## config.mk

```make
export PLATFORM = sky130hd
export DESIGN_NAME = vrp_core
export DESIGN_NICKNAME = d
export VERILOG_FILES = /design/src/inc/vrp_pkg.sv /design/src/rtl/vrp_msg_store.sv /design/src/rtl/vrp_sample_clock.sv /design/src/rtl/vrp_core.sv
export SDC_FILE = /design/constraint.sdc
export NUM_CORES = 2
export LEC_CHECK = 0
export BUFFER_PORTS_ARGS = -buffer_cell sky130_fd_sc_hd__buf_2
export CORE_MARGIN = 2
export CORE_UTILIZATION = 25
export DETAILED_ROUTE_END_ITERATION = 10
export SETUP_SLACK_MARGIN = 0.02
export SYNTH_ARGS = -nofsm -noshare
export SYNTH_HDL_FRONTEND = slang
export SYNTH_SLANG_ARGS = --single-unit
export TNS_END_PERCENT = 30
```

## constraint.sdc

```tcl
create_clock -name clk_sys -period 51.5 [get_ports clk_sys]
set_input_delay 2.575 -clock clk_sys [delete_from_list [all_inputs] [get_ports clk_sys]]
set_output_delay 2.575 -clock clk_sys [all_outputs]
set_load 0.02 [all_outputs]
```

## src/inc/vrp_pkg.sv

```systemverilog
`default_nettype none
package vrp_pkg;

   // Geometry of the marker array
   localparam int ADDR_W_DEF = 10;

   // Timing, figures in ns, counts in cycles of clk_sys
   localparam int CNT_W         = 12;
   localparam int CLK_PERIOD_NS = 50;
   localparam int END_PULSE_NS  = 12500;   // End-of-message pulse width
   localparam int FULL_PULSE_NS = 12500;   // Overflow pulse width
   localparam int INT_SAMPLE_NS = 125000;  // Internal sample period
   localparam int EXT_IDLE_NS   = 20000;   // External clock declared absent after this

   // Least times round up, the idle timeout rounds down
   localparam logic [CNT_W-1:0] END_PULSE_CYC =
      CNT_W'((END_PULSE_NS + CLK_PERIOD_NS - 1) / CLK_PERIOD_NS);
   localparam logic [CNT_W-1:0] FULL_PULSE_CYC =
      CNT_W'((FULL_PULSE_NS + CLK_PERIOD_NS - 1) / CLK_PERIOD_NS);
   localparam logic [CNT_W-1:0] INT_SAMPLE_CYC =
      CNT_W'((INT_SAMPLE_NS + CLK_PERIOD_NS - 1) / CLK_PERIOD_NS);
   localparam logic [CNT_W-1:0] EXT_IDLE_CYC = CNT_W'(EXT_IDLE_NS / CLK_PERIOD_NS);

   localparam logic [CNT_W-1:0] CNT_ZERO = 12'h000;
   localparam logic [CNT_W-1:0] CNT_ONE  = 12'h001;

   // Operating states of the control logic
   typedef enum logic [2:0] {
      ST_STANDBY = 3'b000,
      ST_IDLE    = 3'b001,
      ST_RECORD  = 3'b010,
      ST_PLAY    = 3'b011,
      ST_FULL    = 3'b100
   } vrp_state_e;

endpackage
`default_nettype wire

```

## src/rtl/vrp_msg_store.sv

```systemverilog
`timescale 1ns/100ps
`default_nettype none
module vrp_msg_store #(
   parameter int ADDR_W = vrp_pkg::ADDR_W_DEF
) (
   input  wire logic              clk_sys,
   input  wire logic              wrEn,
   input  wire logic [ADDR_W-1:0] wrAddr,
   input  wire logic              wrMark,
   input  wire logic [ADDR_W-1:0] rdAddr,
   output logic                   rdMark
);
   import vrp_pkg::*;

   // One marker bit per location; no reset, the markers stand for nonvolatile cells
   logic markMem [2**ADDR_W];

   // Markers change only when a recording writes the location
   always_ff @(posedge clk_sys) begin
      if (wrEn) begin
         markMem[wrAddr] <= wrMark;
      end
   end

   // Read is combinational so the pointer step sees the marker at once
   assign rdMark = markMem[rdAddr];

endmodule
`default_nettype wire

```

## src/rtl/vrp_sample_clock.sv

```systemverilog
`timescale 1ns/100ps
`default_nettype none
module vrp_sample_clock #(
   parameter logic [vrp_pkg::CNT_W-1:0] INT_CYC  = vrp_pkg::INT_SAMPLE_CYC,
   parameter logic [vrp_pkg::CNT_W-1:0] IDLE_CYC = vrp_pkg::EXT_IDLE_CYC
) (
   input  wire logic clk_sys,
   input  wire logic rst,
   input  wire logic xclkLvl,
   output logic      sampleTick,
   output logic      extInUse
);
   import vrp_pkg::*;

   logic             xPrev_r;
   logic             halfT_r;
   logic [CNT_W-1:0] idleCnt_r;
   logic [CNT_W-1:0] intCnt_r;
   logic             xRise;
   logic             intTick;

   assign xRise    = xclkLvl & ~xPrev_r;
   assign extInUse = (idleCnt_r < IDLE_CYC);
   assign intTick  = (intCnt_r == INT_CYC - CNT_ONE);

   // Halve the external clock so its duty cycle does not matter
   always_ff @(posedge clk_sys) begin
      if (rst) begin
         xPrev_r <= 1'b0;
         halfT_r <= 1'b0;
      end else begin
         xPrev_r <= xclkLvl;
         if (xRise) begin
            halfT_r <= ~halfT_r;
         end
      end
   end

   // Activity watch, saturates so a stopped clock falls back to internal
   always_ff @(posedge clk_sys) begin
      if (rst) begin
         idleCnt_r <= IDLE_CYC;
      end else if (xRise) begin
         idleCnt_r <= CNT_ZERO;
      end else if (idleCnt_r < IDLE_CYC) begin
         idleCnt_r <= idleCnt_r + CNT_ONE;
      end
   end

   // Internal sample timer stands in for the trimmed oscillator
   always_ff @(posedge clk_sys) begin
      if (rst || intTick) begin
         intCnt_r <= CNT_ZERO;
      end else begin
         intCnt_r <= intCnt_r + CNT_ONE;
      end
   end

   // External clock wins whenever it is running
   assign sampleTick = extInUse ? (xRise & halfT_r) : intTick;

endmodule
`default_nettype wire

```

## src/rtl/vrp_core.sv

```systemverilog
// Summary of operation
// Overflow flag pulses low at array end
// Overflow flag then follows enable until power-down
// Operations only while enable input is low
// Address and mode latched at enable fall
// Power-down high keeps device in standby
// Power-down returns pointer to first location
// Marker written right after each recording; none is written when a recording ends at array end
// Marker kept until recorded over
// Message-end flag pulses low fixed width
// Low supply: flag low, playback only
// Button mode: flag high while busy
// Internal sample clock unless external supplied
// High selects playback, low selects record
// External sample clock halved on entry
// At array end stop until power-down
// Cascade: overflow drives next enable
`timescale 1ns/100ps
`default_nettype none
module vrp_core #(
   parameter int                        ADDR_W         = vrp_pkg::ADDR_W_DEF,
   parameter logic [vrp_pkg::CNT_W-1:0] INT_SAMPLE_CYC = vrp_pkg::INT_SAMPLE_CYC,
   parameter logic [vrp_pkg::CNT_W-1:0] EXT_IDLE_CYC   = vrp_pkg::EXT_IDLE_CYC
) (
   input  wire logic              clk_sys,
   input  wire logic              rst,
   input  wire logic              opEnable_n,
   input  wire logic              power_down_ctl,
   input  wire logic              playNotRecord,
   input  wire logic [ADDR_W-1:0] startAddr,
   input  wire logic              external_sample_clock,
   input  wire logic              supplyLow,
   input  wire logic              button_driven_mode,
   output logic                   memory_full_flag,
   output logic                   message_end_flag,
   output logic [ADDR_W-1:0]      ptrAddr,
   output logic                   recordActive,
   output logic                   playActive,
   output logic                   standbyActive,
   output logic                   extClockInUse
);
   import vrp_pkg::*;

   localparam int LO_W = 4 + ADDR_W;
   localparam logic [ADDR_W-1:0] ADDR_LAST = {ADDR_W{1'b1}};
   localparam logic [ADDR_W-1:0] ADDR_FIRST = '0;

   // Synchroniser stages; enable and power-down idle high, the rest low
   logic [1:0]      hiSyncA_r;
   logic [1:0]      hiSyncB_r;
   logic [LO_W-1:0] loSyncA_r;
   logic [LO_W-1:0] loSyncB_r;

   logic              ceS;
   logic              pdS;
   logic              prS;
   logic              supLowS;
   logic              btnS;
   logic              xclkS;
   logic [ADDR_W-1:0] addrS;
   logic              cePrev_r;
   logic              ceFall;

   vrp_state_e        state_r;
   vrp_state_e        state_nxt;
   logic [ADDR_W-1:0] ptr_r;
   logic              lock_r;
   logic              followCe_r;
   logic [CNT_W-1:0]  eomCnt_r;
   logic [CNT_W-1:0]  ovfCnt_r;

   logic              sampleTick;
   logic              extInUse;
   logic              markHere;
   logic              atLast;
   logic              endRec;
   logic              recStep;
   logic              playStep;
   logic              msgEnd;
   logic              hitFull;
   logic              advance;
   logic              busy;

   logic              memFull_r;
   logic              memFull_nxt;
   logic              msgEnd_r;
   logic              msgEnd_nxt;
   logic              recAct_r;
   logic              playAct_r;
   logic              stby_r;
   logic              extUse_r;

   // Two flops on every pin before any logic reads it
   always_ff @(posedge clk_sys) begin
      if (rst) begin
         hiSyncA_r <= 2'h3;
         hiSyncB_r <= 2'h3;
         loSyncA_r <= '0;
         loSyncB_r <= '0;
      end else begin
         hiSyncA_r <= {opEnable_n, power_down_ctl};
         hiSyncB_r <= hiSyncA_r;
         loSyncA_r <= {playNotRecord, supplyLow, button_driven_mode,
                       external_sample_clock, startAddr};
         loSyncB_r <= loSyncA_r;
      end
   end

   assign ceS     = hiSyncB_r[1];
   assign pdS     = hiSyncB_r[0];
   assign prS     = loSyncB_r[LO_W-1];
   assign supLowS = loSyncB_r[LO_W-2];
   assign btnS    = loSyncB_r[LO_W-3];
   assign xclkS   = loSyncB_r[LO_W-4];
   assign addrS   = loSyncB_r[ADDR_W-1:0];

   // Falling edge of the enable starts an operation
   always_ff @(posedge clk_sys) begin
      if (rst) begin
         cePrev_r <= 1'b1;
      end else begin
         cePrev_r <= ceS;
      end
   end

   assign ceFall = cePrev_r & ~ceS;

   // Sample timing source
   vrp_sample_clock #(
      .INT_CYC  (INT_SAMPLE_CYC),
      .IDLE_CYC (EXT_IDLE_CYC)
   ) u_sample_clock (
      .clk_sys    (clk_sys),
      .rst        (rst),
      .xclkLvl    (xclkS),
      .sampleTick (sampleTick),
      .extInUse   (extInUse)
   );

   // Per-location end markers
   vrp_msg_store #(
      .ADDR_W (ADDR_W)
   ) u_msg_store (
      .clk_sys (clk_sys),
      .wrEn    (recStep | endRec),
      .wrAddr  (ptr_r),
      .wrMark  (endRec),
      .rdAddr  (ptr_r),
      .rdMark  (markHere)
   );

   // Step decisions; all of them wait for a sample tick except the record end
   assign atLast   = (ptr_r == ADDR_LAST);
   assign endRec   = (state_r == ST_RECORD) && (pdS || ceS || lock_r);
   assign recStep  = (state_r == ST_RECORD) && !endRec && sampleTick;
   assign playStep = (state_r == ST_PLAY) && !pdS && !ceS && sampleTick;
   assign msgEnd   = playStep && markHere;
   assign hitFull  = (recStep || (playStep && !markHere)) && atLast;
   assign advance  = (recStep || (playStep && !markHere)) && !atLast;
   assign busy     = (state_r == ST_RECORD) || (state_r == ST_PLAY);

   // Next state of the operation sequencer
   always_comb begin
      state_nxt = state_r;
      unique case (state_r)
         ST_STANDBY: begin
            if (!pdS) begin
               state_nxt = ST_IDLE;
            end
         end
         ST_IDLE: begin
            if (pdS) begin
               state_nxt = ST_STANDBY;
            end else if (ceFall && prS) begin
               state_nxt = ST_PLAY;
            end else if (ceFall && !lock_r) begin
               state_nxt = ST_RECORD;
            end
         end
         ST_RECORD: begin
            if (pdS) begin
               state_nxt = ST_STANDBY;
            end else if (endRec) begin
               state_nxt = ST_IDLE;
            end else if (hitFull) begin
               state_nxt = ST_FULL;
            end
         end
         ST_PLAY: begin
            if (pdS) begin
               state_nxt = ST_STANDBY;
            end else if (ceS || msgEnd) begin
               state_nxt = ST_IDLE;
            end else if (hitFull) begin
               state_nxt = ST_FULL;
            end
         end
         ST_FULL: begin
            if (pdS) begin
               state_nxt = ST_STANDBY;
            end
         end
         default: begin
            state_nxt = ST_STANDBY;
         end
      endcase
   end

   // Sequencer state
   always_ff @(posedge clk_sys) begin
      if (rst) begin
         state_r <= ST_STANDBY;
      end else begin
         state_r <= state_nxt;
      end
   end

   // Address pointer; held at the array end until power-down clears it
   always_ff @(posedge clk_sys) begin
      if (rst) begin
         ptr_r <= ADDR_FIRST;
      end else if (pdS) begin
         ptr_r <= ADDR_FIRST;
      end else if (state_r == ST_IDLE && ceFall && (prS || !lock_r)) begin
         ptr_r <= addrS;
      end else if (advance) begin
         ptr_r <= ptr_r + 1'b1;
      end
   end

   // Supply lockout is sticky; only a reset restores recording
   always_ff @(posedge clk_sys) begin
      if (rst) begin
         lock_r <= 1'b0;
      end else if (supLowS) begin
         lock_r <= 1'b1;
      end
   end

   // End-of-message pulse timer
   always_ff @(posedge clk_sys) begin
      if (rst) begin
         eomCnt_r <= CNT_ZERO;
      end else if (msgEnd) begin
         eomCnt_r <= END_PULSE_CYC;
      end else if (eomCnt_r != CNT_ZERO) begin
         eomCnt_r <= eomCnt_r - CNT_ONE;
      end
   end

   // Overflow pulse timer and follow mode
   always_ff @(posedge clk_sys) begin
      if (rst) begin
         ovfCnt_r   <= CNT_ZERO;
         followCe_r <= 1'b0;
      end else begin
         if (hitFull) begin
            ovfCnt_r <= FULL_PULSE_CYC;
         end else if (ovfCnt_r != CNT_ZERO) begin
            ovfCnt_r <= ovfCnt_r - CNT_ONE;
         end
         // Set wins over the power-down clear
         if (hitFull) begin
            followCe_r <= 1'b1;
         end else if (pdS) begin
            followCe_r <= 1'b0;
         end
      end
   end

   // Overflow pin: pulse first, then the enable level for cascading
   always_comb begin
      if (ovfCnt_r != CNT_ZERO) begin
         memFull_nxt = 1'b0;
      end else if (followCe_r) begin
         memFull_nxt = ceS;
      end else begin
         memFull_nxt = 1'b1;
      end
   end

   // Message-end pin; low supply outranks the button-mode indicator
   always_comb begin
      if (lock_r) begin
         msgEnd_nxt = 1'b0;
      end else if (btnS) begin
         msgEnd_nxt = busy;
      end else begin
         msgEnd_nxt = (eomCnt_r == CNT_ZERO);
      end
   end

   // Registered outputs
   always_ff @(posedge clk_sys) begin
      if (rst) begin
         memFull_r <= 1'b1;
         msgEnd_r  <= 1'b1;
         recAct_r  <= 1'b0;
         playAct_r <= 1'b0;
         stby_r    <= 1'b1;
         extUse_r  <= 1'b0;
      end else begin
         memFull_r <= memFull_nxt;
         msgEnd_r  <= msgEnd_nxt;
         recAct_r  <= (state_r == ST_RECORD);
         playAct_r <= (state_r == ST_PLAY);
         stby_r    <= (state_r == ST_STANDBY);
         extUse_r  <= extInUse;
      end
   end

   assign memory_full_flag = memFull_r;
   assign message_end_flag = msgEnd_r;
   assign ptrAddr          = ptr_r;
   assign recordActive     = recAct_r;
   assign playActive       = playAct_r;
   assign standbyActive    = stby_r;
   assign extClockInUse    = extUse_r;

endmodule
`default_nettype wire

```

==> flow_summary.toml <==
[place]
placed_cells = 6020
dpl_cell_area_um2 = 51880
place_congestion = 0.8021
dp_slack_ns = 45.43
dp_hpwl_mm = 72.40
portBuffers = 33

[setup_path]
critical_path_arrival_ns = 6.67
cp-start-kind = "flip-flop"
critPathMostFrequentCell = "buf_4"
reg2reg_to = "state_r[1]"
crit_type = "flip-flop to flip-flop"
crit_chain = "buf_4 > buf_4 > and2_0 > buf_4 > a22oi_1 > nand3_1 > a31oi_1 > nor4_1 > nor3_1 > o41ai_2 > nand4_1 > nand2_2 > nand2_1 > a41o_1"
required_ns = 52.10
reg2reg_depth = 14
end_kind = "flip-flop"
slowest_delay_ns = 0.81
worstPathMaxFanout = 52
critPathSlowestCell = "dfxtp_4"
cp-endpoint = "state_r[1]"
ff2ff_setup_slack_ns = 45.42

[clock_tree]
cts_setup_buffers = 0
clk_latency_ns = 0.71
cts_buffers = 117
clockRootBuffer = "clkbuf_16"
cts_hold_buffers = 0
numClockSinks = 1138
h-tree-depth = 3
clk_pin_slew_worst_paths_ns = 0.06
clock_path_buffers = 3
ctsResizeCount = 0
tritoncts = "yes"

[synthesis]
yosysTopAreaCell = "edfxtp_1"
synth_flop_cell = "edfxtp_1"
synth_edf_count = 1024
synth_nets = 3649
synth_seq_area_share_pct = 67.23
synthArstFlopShare_pct = 0
synth_cells = 3623
netlist.area_leader.share_pct = 62.59
postSynthAreaPerCell_um2 = 13.56
synth_warnings = 0
synthTopCellsByArea = "edfxtp_1 63%, mux4_2 8.7%, nor2_1 8.2%, dfxtp_1 4.6%, mux2i_1 3.8%"
synth-seq-cells = 1138
synth_cell_type_count = 71
syn_area_um2 = 49130

[routing]
ant_nets = 0
vias = 29930
first_pass_iters = 8
vias_per_cell = 4.801
avgRoutedWirePerCell_um = 21.70
initialDrtViolationCount = 3713
drc = 0
wirelength_mm = 135.3

[global_route]
grt_max_degree = 134
grt_pass1_vias = 29000
track_usage_pct = 13.23
grt_pass1_wl_mm = 196.9
overflow = 0
antenna_found_initial = 2

[sta]
rsz0062_at_grt = "no"
hold_viol_final = 0
tns_ns = 0
slew_violations = 0
min_period_ns = 6.077
relSlewSlack_pct = 3.154
tightest_slew_ns = 1.450
skew_ns = 0.02792
final.period_utilization_pct = 11.80
setup_ws_ns = 45.42
setup_viol = 0
clock.fmax_mhz = 164.6

[hold_path]
min_path_type = "flip-flop to flip-flop"
min_from = "hiSyncA_r[0]"

[outcome]
outcome = "finished, final reports clean"

[die]
rows = 162
die_y_um = 447.3
dieArea_um2 = 200100
pin_count = 34
fp.dieW_um = 447.3
core_um2 = 195200
start_util_pct = 25.17

[power_and_ir_drop]
p_leak_nw = 15.23
ir_drop_uv = 26.50
power_density_nw_per_um2 = 33.91

[finish]
stdcell_count = 6235
drive_above_1_share_pct = 14.85
layout.nets = 3541
final_area_um2 = 55580
syn2layout_area_growth_pct = 13.13

[job]
maxCapViolCount = 0
[cells in the final DEF, fill, tap and decap left out, types with 6 or more instances in the layout]
| master | count |
|---|---|
| nor2_1 | 1077 |
| and3_1 | 15 |
| xor2_1 | 14 |
| nor4_1 | 10 |
| inv_1 | 14 |
| buf_2 | 33 |
| ha_1 | 8 |
| a31oi_1 | 9 |
| a21oi_1 | 61 |
| o211ai_1 | 8 |
| nand3_4 | 19 |
| xnor2_1 | 17 |
| nor2b_1 | 52 |
| nand2_1 | 112 |
| or2_2 | 14 |
| o22ai_1 | 11 |
| a22oi_1 | 67 |
| mux2i_1 | 186 |
| nand3_1 | 48 |
| o21ai_0 | 25 |
| clkinv_1 | 24 |
| nand3_2 | 12 |
| bufinv_16 | 9 |
| a211oi_1 | 16 |
| nor3_1 | 21 |
| buf_4 | 57 |
| clkbuf_16 | 119 |
| mux2_2 | 21 |
| nor3b_1 | 6 |
| clkinv_2 | 19 |
| and2_1 | 15 |
| or3_1 | 9 |
| dfxtp_1 | 109 |
| nand2b_1 | 14 |
| edfxtp_1 | 1024 |
| mux4_2 | 189 |
| clkbuf_1 | 27 |
| nand4_1 | 22 |
[per-layer routing]
metal | up-vias | share of wire (%) | GRT usage, % | routed length, um
li1 | 12980 | - | - | -
met1 | 15540 | 40 | 17.15 | 54580
met2 | 1162 | 49 | 22.31 | 66150
met3 | 244 | 7.4 | 2.297 | 10030
met4 | 2 | 3.3 | 4.413 | 4512
met5 | - | 0.0096 | 0 | 13
[kinds of logic after synthesis]
logic type,count (synthesis),synth area share (%)
compound gates,239,3.328
xor+xnor,31,0.5526
fa+ha+maj,8,0.2037
buf+inv,332,3.127
flops,1138,67.23
mux,396,12.93
simple gates,1479,12.62
[per-stage QoR]
step / power [mW] / util [%] / hold WS, ns
after floorplan: 1.064 / - / 0.3895
after global placement: 1.072 / 26.58 / 0.4101
after detailed placement: 1.073 / 26.58 / 0.4197
after CTS: 1.895 / 28.48 / 0.4334
after global routing: 1.937 / 28.48 / 0.4379
final: 1.885 / 28.48 / 0.4218
[synthesized netlist by cell type, types with 22 or more instances]
cell / instances
edfxtp_1: 1024
a22oi_1: 67
nor2_1: 1079
nand2_1: 113
dfxtp_1: 114
clkbuf_1: 231
nand4_1: 22
mux2i_1: 186
mux4_2: 189
buf_2: 34
nand3_1: 79
nor3_1: 22
nor2b_1: 55
o21ai_0: 25
buf_4: 23
a21oi_1: 61
[state kept, by name, indices dropped and copies added, names as in the netlist, 2 cells and up, named ones only]
name,count
u_sample_clock.intCnt_r,12
ptrAddr,10
state_r,3
loSyncA_r,14
eomCnt_r,12
u_sample_clock.idleCnt_r,12
ovfCnt_r,12
loSyncB_r,14
hiSyncB_r,2
hiSyncA_r,2
u_msg_store.markMem,1024
[final cells by class]
class | instances | area (um^2)
Tap cell | 2624 | 3283
Fill cell | 19730 | 139600
Clock buffer | 155 | 3168
Timing Repair Buffer | 91 | 613.1
Inverter | 14 | 52.55
Sequential cell | 1138 | 33050
Multi-Input combinational cell | 2153 | 14890
Antenna cell | 1 | 2.502
Clock inverter | 59 | 533.0
[power by group]
part | internal (mW) | leakage [nW] | switching [mW]
logic | 0.0221 | 3.53 | 0.0250
registers | 1.00 | 9.88 | 0.00661
clock network | 0.475 | 1.82 | 0.356
total | 1.50 | 15.2 | 0.388
[worst min path at each step]
stage,depth (start not counted),endpoint
global route,1,hiSyncB_r[0]
CTS,1,hiSyncB_r[0]
detailed placement,1,hiSyncB_r[0]
global placement,1,hiSyncB_r[1]
finish,1,hiSyncB_r[0]
floorplan,1,hiSyncB_r[0]
[worst max-delay path: cells and delay by family (launching register included)]
| family | cells | cell delay, ns |
|---|---|---|
| simple gates | 7 | 2.46 |
| buf+inv | 3 | 1.80 |
| compound gates | 4 | 0.82 |
| flops | 1 | 0.81 |
Power figures use the tool's default switching activity.
